<file path="src/rtl/ubrg_defs.vh">
// Constants for the baud rate generator: register map, field layout, reset values.
// Assumes inclusion by bare name from design files under rtl/ and from the bench under bench/.
`ifndef UBRG_DEFS_VH
`define UBRG_DEFS_VH
`define UBRG_ADDR_MODE 4'h0
`define UBRG_ADDR_DIV 4'h4
`define UBRG_ADDR_STAT 4'h8
`define UBRG_SRC_LSB 0
`define UBRG_SRC_MSB 1
`define UBRG_SYNC_BIT 2
`define UBRG_OVER_BIT 3
`define UBRG_OPMODE_LSB 4
`define UBRG_OPMODE_MSB 7
`define UBRG_SRC_PCLK 2'h0
`define UBRG_SRC_DIVCLK 2'h1
`define UBRG_SRC_EXT 2'h3
`define UBRG_PRESCALE 4'h8
`define UBRG_OVER8 5'h08
`define UBRG_OVER16 5'h10
`define UBRG_MODE_RST 32'h00000000
`define UBRG_DIV_RST 16'h0000
`define UBRG_RESP_OKAY 2'h0
`define UBRG_RESP_SLVERR 2'h2
`endif

</file>
<file path="src/rtl/ubrg_sync.v">
// Two-stage synchroniser for the external serial clock pin.
// Assumes the pin is asynchronous to clk; only stage two is read outside.
`timescale 1ns/1ps
module ubrg_sync (
  // Clock and reset
  input wire clk,
  input wire sys_rst,
  // Pin and synchronised level
  input wire pinIn,
  output reg pinSync
);
  reg stage1_r;

  always @(posedge clk)
  begin
    if (sys_rst)
    begin
      stage1_r <= 1'b0;
      pinSync <= 1'b0;
    end
    else
    begin
      stage1_r <= pinIn;
      pinSync <= stage1_r;
    end
  end
endmodule

</file>
<file path="src/rtl/ubrg_top.v">
// Baud rate generator with AXI4-Lite register access.
// Assumes one clock; the external serial clock is a pin sampled through a synchroniser.
//
// Behaviour
// [RULE1] Source: peripheral, prescaled, or external pin.
// [RULE2] Prescaled source divides peripheral clock by eight.
// [RULE3] Sixteen-bit divider uses clock divisor field.
// [RULE4] Divisor zero stops baud clock output, except sync mode on the external source.
// [RULE5] Divisor one bypasses divider entirely.
// [RULE6] External clock phases exceed one peripheral period.
// [RULE7] External clock under third, SPI sixth.
// [RULE8] Bit clock goes to receiver and transmitter.
// [RULE9] Async: divided clock samples, divided again for bits.
// [RULE10] Oversampling bit selects eight or sixteen.
// [RULE11] Bit rate is source over 8(2-over)divisor.
// [RULE12] Clock stop keeps all state intact.
// [RULE13] Source three external; sync on it ignores divisor.
// [RULE14] Outputs are enable pulses; pin synchronised.
`timescale 1ns/1ps
`include "ubrg_defs.vh"
module ubrg_top #(
  parameter DIV_W = 16
) (
  // Clock and reset
  input wire clk,
  input wire sys_rst,
  // AXI4-Lite write address
  input wire [3:0] s_axi_awaddr,
  input wire s_axi_awvalid,
  output reg s_axi_awready,
  // AXI4-Lite write data
  input wire [31:0] s_axi_wdata,
  input wire [3:0] s_axi_wstrb,
  input wire s_axi_wvalid,
  output reg s_axi_wready,
  // AXI4-Lite write response
  output reg [1:0] s_axi_bresp,
  output reg s_axi_bvalid,
  input wire s_axi_bready,
  // AXI4-Lite read address
  input wire [3:0] s_axi_araddr,
  input wire s_axi_arvalid,
  output reg s_axi_arready,
  // AXI4-Lite read data
  output reg [31:0] s_axi_rdata,
  output reg [1:0] s_axi_rresp,
  output reg s_axi_rvalid,
  input wire s_axi_rready,
  // External serial clock pin
  input wire serialClkIn,
  // Enables to receiver and transmitter
  output reg sampleTick_r,
  output reg bitTick_r
);
  reg [31:0] modeReg_r;
  reg [DIV_W-1:0] divReg_r;
  reg awHeld_r;
  reg wHeld_r;
  reg [3:0] awAddr_r;
  reg [31:0] wData_r;
  reg [3:0] wStrb_r;
  reg [2:0] preCnt_r;
  reg [DIV_W-1:0] divCnt_r;
  reg [4:0] overCnt_r;
  reg extPrev_r;
  wire extSync;
  wire [1:0] srcSel;
  wire syncMode;
  wire overSel;
  wire [4:0] overLimit;
  wire preTick;
  wire extRise;
  reg srcTick;
  wire divTick;
  wire bitTickNxt;
  wire doWrite;
  wire wrAck;
  integer i;

  // Pin level is only read after the second stage; see [RULE14]
  ubrg_sync uSync (
    .clk(clk),
    .sys_rst(sys_rst),
    .pinIn(serialClkIn),
    .pinSync(extSync)
  );

  assign srcSel = modeReg_r[`UBRG_SRC_MSB:`UBRG_SRC_LSB];
  assign syncMode = modeReg_r[`UBRG_SYNC_BIT];
  assign overSel = modeReg_r[`UBRG_OVER_BIT];
  // Edges are seen on the sampled pin; fast external clocks would alias, see [RULE6] [RULE7].
  assign extRise = extSync & ~extPrev_r;

  // Fixed prescaler, free running so the source has a steady phase; see [RULE2]
  assign preTick = (preCnt_r == (`UBRG_PRESCALE - 4'h1));

  always @(posedge clk)
  begin
    if (sys_rst)
    begin
      preCnt_r <= 3'h0;
      extPrev_r <= 1'b0;
    end
    else
    begin
      preCnt_r <= preCnt_r + 3'h1;
      extPrev_r <= extSync;
    end
  end

  // Source select as a per-cycle enable; see [RULE1] [RULE13]
  always @*
  begin
    case (srcSel)
      `UBRG_SRC_PCLK:
      begin
        srcTick = 1'b1;
      end
      `UBRG_SRC_DIVCLK:
      begin
        srcTick = preTick;
      end
      `UBRG_SRC_EXT:
      begin
        // One enable per pin period; the pin is never used as a clock net.
        srcTick = extRise;
      end
      default:
      begin
        // The unused code is kept silent rather than aliased to a source.
        srcTick = 1'b0;
      end
    endcase
  end

  // Divider: zero gives nothing, one passes the source through; see [RULE3] [RULE4] [RULE5]
  assign divTick = srcTick && (divReg_r != {DIV_W{1'b0}}) &&
                   ((divReg_r == {{(DIV_W-1){1'b0}}, 1'b1}) ||
                    (divCnt_r == divReg_r - {{(DIV_W-1){1'b0}}, 1'b1}));

  always @(posedge clk)
  begin
    if (sys_rst)
    begin
      divCnt_r <= {DIV_W{1'b0}};
    end
    else if (divReg_r == {DIV_W{1'b0}})
    begin
      // Parked at zero so a later nonzero divisor starts a full period.
      divCnt_r <= {DIV_W{1'b0}};
    end
    else if (divTick)
    begin
      divCnt_r <= {DIV_W{1'b0}};
    end
    else if (srcTick)
    begin
      divCnt_r <= divCnt_r + {{(DIV_W-1){1'b0}}, 1'b1};
    end
  end

  // Oversampling divide by 8 or 16 in async mode; see [RULE10] [RULE11]
  assign overLimit = overSel ? `UBRG_OVER8 : `UBRG_OVER16;
  assign bitTickNxt = syncMode ?
                      ((srcSel == `UBRG_SRC_EXT) ? extRise : divTick) :
                      (divTick && (overCnt_r == overLimit - 5'h01));

  always @(posedge clk)
  begin
    if (sys_rst)
    begin
      overCnt_r <= 5'h00;
    end
    else if (syncMode)
    begin
      overCnt_r <= 5'h00;
    end
    else if (divTick)
    begin
      // The compare is at-or-above so a switch from 16 to 8 cannot overrun.
      overCnt_r <= (overCnt_r >= overLimit - 5'h01) ? 5'h00 : overCnt_r + 5'h01;
    end
  end

  // Enables leave straight from flops to both receiver and transmitter; see [RULE8] [RULE9]
  always @(posedge clk)
  begin
    if (sys_rst)
    begin
      sampleTick_r <= 1'b0;
      bitTick_r <= 1'b0;
    end
    else
    begin
      sampleTick_r <= syncMode ? bitTickNxt : divTick;
      bitTick_r <= bitTickNxt;
    end
  end

  // Bus slave. Counters only move on clock edges, so a stopped clock freezes
  // everything in place and a restart resumes exactly; see [RULE12]
  assign doWrite = awHeld_r && wHeld_r && !s_axi_bvalid;
  assign wrAck = s_axi_bvalid && s_axi_bready;

  always @(posedge clk)
  begin
    if (sys_rst)
    begin
      s_axi_awready <= 1'b1;
      s_axi_wready <= 1'b1;
      s_axi_bvalid <= 1'b0;
      s_axi_bresp <= `UBRG_RESP_OKAY;
      awHeld_r <= 1'b0;
      wHeld_r <= 1'b0;
      awAddr_r <= 4'h0;
      wData_r <= 32'h00000000;
      wStrb_r <= 4'h0;
      modeReg_r <= `UBRG_MODE_RST;
      divReg_r <= `UBRG_DIV_RST;
    end
    else
    begin
      if (s_axi_awvalid && s_axi_awready)
      begin
        awHeld_r <= 1'b1;
        awAddr_r <= s_axi_awaddr;
        s_axi_awready <= 1'b0;
      end
      if (s_axi_wvalid && s_axi_wready)
      begin
        wHeld_r <= 1'b1;
        wData_r <= s_axi_wdata;
        wStrb_r <= s_axi_wstrb;
        s_axi_wready <= 1'b0;
      end
      if (doWrite)
      begin
        awHeld_r <= 1'b0;
        wHeld_r <= 1'b0;
        s_axi_bvalid <= 1'b1;
        s_axi_bresp <= `UBRG_RESP_OKAY;
        if (awAddr_r == `UBRG_ADDR_MODE)
        begin
          for (i = 0; i < 4; i = i + 1)
            if (wStrb_r[i])
              modeReg_r[i*8 +: 8] <= wData_r[i*8 +: 8];
        end
        else if (awAddr_r == `UBRG_ADDR_DIV)
        begin
          for (i = 0; i < 2; i = i + 1)
            if (wStrb_r[i])
              divReg_r[i*8 +: 8] <= wData_r[i*8 +: 8];
        end
        else
          s_axi_bresp <= `UBRG_RESP_SLVERR;
      end
      if (wrAck)
      begin
        s_axi_bvalid <= 1'b0;
        s_axi_awready <= 1'b1;
        s_axi_wready <= 1'b1;
      end
    end
  end

  always @(posedge clk)
  begin
    if (sys_rst)
    begin
      s_axi_arready <= 1'b1;
      s_axi_rvalid <= 1'b0;
      s_axi_rdata <= 32'h00000000;
      s_axi_rresp <= `UBRG_RESP_OKAY;
    end
    else if (s_axi_arvalid && s_axi_arready)
    begin
      s_axi_arready <= 1'b0;
      s_axi_rvalid <= 1'b1;
      s_axi_rresp <= `UBRG_RESP_OKAY;
      case (s_axi_araddr)
        `UBRG_ADDR_MODE:
        begin
          s_axi_rdata <= modeReg_r;
        end
        `UBRG_ADDR_DIV:
        begin
          s_axi_rdata <= {{(32-DIV_W){1'b0}}, divReg_r};
        end
        `UBRG_ADDR_STAT:
        begin
          // Live counters; a read is a snapshot and may lag the ticks by a cycle.
          s_axi_rdata <= {{(27-DIV_W){1'b0}}, divCnt_r, overCnt_r};
        end
        default:
        begin
          s_axi_rdata <= 32'h00000000;
          s_axi_rresp <= `UBRG_RESP_SLVERR;
        end
      endcase
    end
    else if (s_axi_rvalid && s_axi_rready)
    begin
      s_axi_rvalid <= 1'b0;
      s_axi_arready <= 1'b1;
    end
  end
endmodule

</file>
<file path="config.mk">
export PLATFORM = sky130hd
export DESIGN_NAME = ubrg_top
export DESIGN_NICKNAME = d
export VERILOG_FILES = /design/src/rtl/ubrg_sync.v /design/src/rtl/ubrg_top.v
export VERILOG_INCLUDE_DIRS = /design/src /design/src/rtl
export SDC_FILE = /design/constraint.sdc
export NUM_CORES = 1
export LEC_CHECK = 0
export BUFFER_PORTS_ARGS = -buffer_cell sky130_fd_sc_hd__buf_2
export CAP_MARGIN = 0
export CORE_UTILIZATION = 30
export CTS_CLUSTER_SIZE = 25
export DETAILED_ROUTE_END_ITERATION = 7
export PLACE_DENSITY = 0.56
export SYNTH_ARGS = -nofsm -noshare
export SYNTH_HDL_FRONTEND = slang
export SYNTH_HIERARCHICAL = 1
export SYNTH_SLANG_ARGS = --single-unit
</file>
<file path="constraint.sdc">
create_clock -name clk -period 5 [get_ports clk]
set_input_delay 0.25 -clock clk [delete_from_list [all_inputs] [get_ports clk]]
set_output_delay 0.25 -clock clk [all_outputs]
set_load 0.01 [all_outputs]
</file>
# == Word level (Yosys, flattened, before mapping) ==
# Cells that the tools add are included.
# classes
reduce_logical,29
n_lt_le_gt_ge,1
bitwise,3
eq_ne,9
n_addsub,5
mux,14
# ops
operator,count
case mux 32 bit (3 select lines),1
adder 16 x 1 -> 16 bit (second input constant),1
== test 16 x 1 -> 1 bit (second input constant),1
== test 16 bit,1
zero test 16 bit,1
nonzero test 16 bit,1
subtractor 16 x 1 -> 16 bit (second input constant),1
AND reduction 3 bit,4
logical AND 1 bit,10
2-to-1 mux 5 bit,2
== test 4 x 3 -> 1 bit (second input constant),2
zero test 4 bit,2
AND reduction 4 bit,2
2-to-1 mux 1 bit,7
2-to-1 mux 2 bit,3
OR reduction 2 bit,3
OR reduction 3 bit,2
adder 5 x 1 -> 5 bit (second input constant),1
== test 5 bit,1
>= comparator 5 bit,1
subtractor 5 x 1 -> 5 bit (second input constant),1
== test 4 bit (second input constant),1
adder 3 x 1 -> 3 bit (second input constant),1
== test 3 bit (second input constant),1
other kinds (9),10
# word_totals
wordCells,88
ff_bits,160
input_bits,52

# == Logic depth before layout (Yosys ltp) ==
# logic_depth
word_depth,8
mapped_depth,11
mapped_depth_nobuf,9

# == Hierarchy ==
# The synthesis kept the hierarchy.
# modules_own_cells
module,cells_per_inst,area_each_um2,n_inst
ubrg_top,839,6826.5,1
ubrg_sync,4,52.6,1

# == Worst setup path after synthesis ==
# OpenSTA, ideal clock, no wires.
# synth_path
path_type,register to register
from,register divReg_r[0]
to,register divCnt_r[0]
path_stages_with_launch,11
period_less_slack_ns,2.875
slack_ns,2.125
n_path_buf,2
setup_ns,0.132
required_time_ns,4.868
arrival_time_ns,2.744
path_cell_list,dfxtp_1 -> clkbuf_1 -> inv_1 -> ha_1 -> or3b_2 -> or4_1 -> nor4_2 -> o21ai_0 -> o21ai_2 -> buf_4 -> nor3_1
# synth_via
elab_chain_cells,5
elab_cells_between_ends,9
classes_between,add/sub: 1; eq/ne: 2; reduce/logical: 6
# synth_lines
item,line_no,text
from (decl),ubrg_top.v:56,reg [DIV_W-1:0] divReg_r;
from (signal assigned),ubrg_top.v:219,divReg_r <= `UBRG_DIV_RST;
"from (signal, indexed assignment)",ubrg_top.v:252,divReg_r[i*8 +: 8] <= wData_r[i*8 +: 8];
subtractor 16 x 1 -> 16 bit,ubrg_top.v:139,"(divCnt_r == divReg_r - {{(DIV_W-1){1'b0}}, 1'b1}));"
== test 16 bit,ubrg_top.v:139,
logical OR 1 bit,ubrg_top.v:138,"((divReg_r == {{(DIV_W-1){1'b0}}, 1'b1}) ||"
logical AND 1 bit,ubrg_top.v:137,assign divTick = srcTick && (divReg_r != {DIV_W{1'b0}}) &&
OR reduction 3 bit (no line) *,--,
to (signal assigned),ubrg_top.v:145,divCnt_r <= {DIV_W{1'b0}};
to (signal assigned),ubrg_top.v:150,divCnt_r <= {DIV_W{1'b0}};
to (signal assigned),ubrg_top.v:154,divCnt_r <= {DIV_W{1'b0}};
to (decl),ubrg_top.v:63,reg [DIV_W-1:0] divCnt_r;
# Every way passes the cells marked *; elsewhere a longest branch is shown, timed or not.
# A chain may end at the register's enable or synchronous reset.

# == Worst setup path after layout ==
# layout_path
from,register divReg_r[0]
to,register divCnt_r[10]
# Same word-level chain as after synthesis.

==> results.toml <==
[yosys]
ys_types = 56
synth.cell_area_um2 = 6879
synth_top_area_cell = "dfxtp_1"
synth_edf_count = 0
async_flop_share_pct = 0
post_synth.cell_area_avg_um2 = 8.160
syn_inst = 843
synth_area_leaders = "dfxtp_1 46%, a21oi_1 9.6%, nand2_1 8.4%"
ys_ff_latch = 158
yosys_warnings = 6
synth_flop_cell = "dfxtp_1"
synth_top_area_share_pct = 45.98
seq_area_frac_synth_pct = 45.98
synth_most_common_cell = "dfxtp_1"
synth_commonest_cells = "158 x dfxtp_1, 154 x nand2_1, 132 x a21oi_1, 63 x nand3_1, 60 x nor2_1"

[pwr]
p_leak_nw = 3.132
ir_drop_mv = 0.2332
finalPower_mw = 2.814
power.density_nw_per_um2 = 344.5

[detailed_routing]
ant_nets = 0
vias_per_cell = 4.951
drt-total-wl_um = 17590
drc = 0
wl_per_cell_um = 14.63
drtIter0Drc = 297
vias = 5951
drtPass1Iterations = 4

[cells_and_area]
multi_input_area_um2 = 3452
diodes = 0
num-nets-final = 964
fin_area_um2 = 8169
area_growth_pct = 18.75
fillers = 2411
final_layout_size_suffix_gt1_share_pct = 17.12
ff_latch_area_um2 = 3163

[sta]
period_share_pct = 63.91
rsz0062_at_grt = "no"
period_needed_ns = 3.195
hold_viol_final = 0
finalSetupViolations = 0
worst_pin_slew_ns = 0.9989
slew_viol_final = 0
timing.final.ws_setup_ns = 1.805
max_clock_freq_mhz = 312.9
hold_ws_ns = 0.03263
max_slew_margin_pct = 33.40
fin_tns_setup_ns = 0
fin_skew_ns = 0.007277

[setup_path]
r2r_cells = 8
critPathLaunchType = "register"
crit_family = "simple AND/OR/NAND/NOR gates"
cpPeakStageDelay_ns = 0.58
crit_chain = "inv_1 -> ha_1 -> or3b_2 -> or4_1 -> nor4_2 -> o21ai_0 -> o21ai_2 -> nor3_1"
slowest_stage = "o21ai_2"
crit_fanout = 16
crit_arrival_ns = 3.49
cp.required_ns = 5.30
path_buf_inv = 1
cp.depth = 8
critPathKind = "register to register"
end_kind = "register"

[clock_tree]
root_buffer = "clkbuf_16"
postCtsHoldBufs = 0
clkTransAtPathRegs_ns = 0.07
cts_setup_buffers = 0
clock_sinks = 158
cts_tree = "done"
h-tree-depth = 4
cts_resized = 0
worstSkewPairLatency_ns = 0.43
cts_max_path_buffers = 2
cts_made_buffers = 17

[place]
placed_cell_area_um2 = 7543
place_ws_ns = 1.755
hpwl_um = 12360
place.gp.congestion = 0.8520
portBuffers = 92

[floorplanning]
io_pins = 95
core_area_um2 = 22570
die_area_um2 = 23540
placementRows = 55
start_util_pct = 30.48
die_w_um = 153.4
die_h_um = 153.4

[grt]
grt_max_degree = 93
first_global_vias = 5626
grt_overflow = 0
grt_antenna_before_repair = 0
grtUsageTotal_pct = 15.25
grt_pass1_wl_um = 28990

[worst_hold_path]
whs_path_depth = 2
hold_class = "input port to register"

[run]
maxCapViolCount = 0

[status]
status = "finished, final reports clean"
per-stage QoR:
step | utilization, % | std cells
after floorplan | - | 844
after global placement | 33.42 | 1170
after detailed placement | 33.42 | 1170
after CTS | 36.19 | 1202
after global routing | 36.19 | 1202
final | 36.19 | 1202
layout make-up:
class                   count  share of cell area, %
well taps                 285                  4.365
clock buffers              17                  5.208
repair buffers            102                  6.586
inverters                   9                 0.4135
flip-flops and latches    158                  38.72
clock inverters            15                  2.451
multi-input cells         616                  42.26
layout by cell type (no fill, tap or decap), types with 3 or more instances in the layout:
cell type,n
inv_8,4
nand4_1,9
inv_6,3
or2_2,7
clkbuf_16,17
nand3_1,63
buf_2,91
nand2_1,154
nor4_1,4
mux2i_1,18
o21bai_1,3
and3_1,7
bufinv_16,3
a22oi_1,21
xor2_1,16
nor2_1,60
clkinv_4,3
buf_4,11
dfxtp_1,158
nand2b_1,4
a21oi_1,132
ha_1,8
nor2b_1,8
nor3_1,23
inv_1,9
nor4_2,3
o21ai_0,6
xnor2_1,19
or4_1,6
flip-flops by register name, indices dropped and copies added (netlist names), 3 cells and up:
name	count
modeReg_r	32
awAddr_r	4
wData_r	32
s_axi_rdata	32
divCnt_r	16
preCnt_r	3
overCnt_r	5
wStrb_r	4
divReg_r	16
per-layer routing:
metal / vias up / global-route usage [%] / wire length, um
met5: - / 0 / 0
met4: 0 / 4.619 / 300
met3: 25 / 3.289 / 681
met2: 107 / 24.09 / 8011
met1: 2785 / 20.70 / 8596
li1: 3034 / - / -
worst paths after layout:
path | end | slack (ns) | startpoint
min | s_axi_wready | 0.03 | s_axi_wvalid
min reg2reg | preCnt_r[0] | 0.42 | preCnt_r[0]
max reg2reg | divCnt_r[10] | 1.80 | divReg_r[0]
max | divCnt_r[10] | 1.80 | divReg_r[0]
logic make-up (layout without fill, tap and decap cells):
kind of cell	after synthesis	after routing	synth area share, %
AO/OA/AOI/OAI	184	184	15.86
other	1	2	0.05451
buffers and inverters	70	143	4.201
AND/OR/NAND/NOR	369	369	25.37
multiplexers	18	18	2.619
XOR/XNOR	35	35	4.456
flip-flops	158	158	45.98
adder cells (fa/ha/maj)	8	8	1.455
where the power goes:
group          internal, mW  total, mW  switching [mW]
clock network         0.805       1.38           0.575
logic                0.0434      0.126          0.0821
registers              1.29       1.31          0.0235
worst register-to-register path, cell delays in order, from the launching register on:
cell and delay [ns]:
dfxtp_1 0.38, inv_1 0.11, ha_1 0.29, or3b_2 0.51, or4_1 0.43, nor4_2 0.44
o21ai_0 0.21, o21ai_2 0.58, nor3_1 0.11
Note: power is estimated with default switching activity, not from simulation.
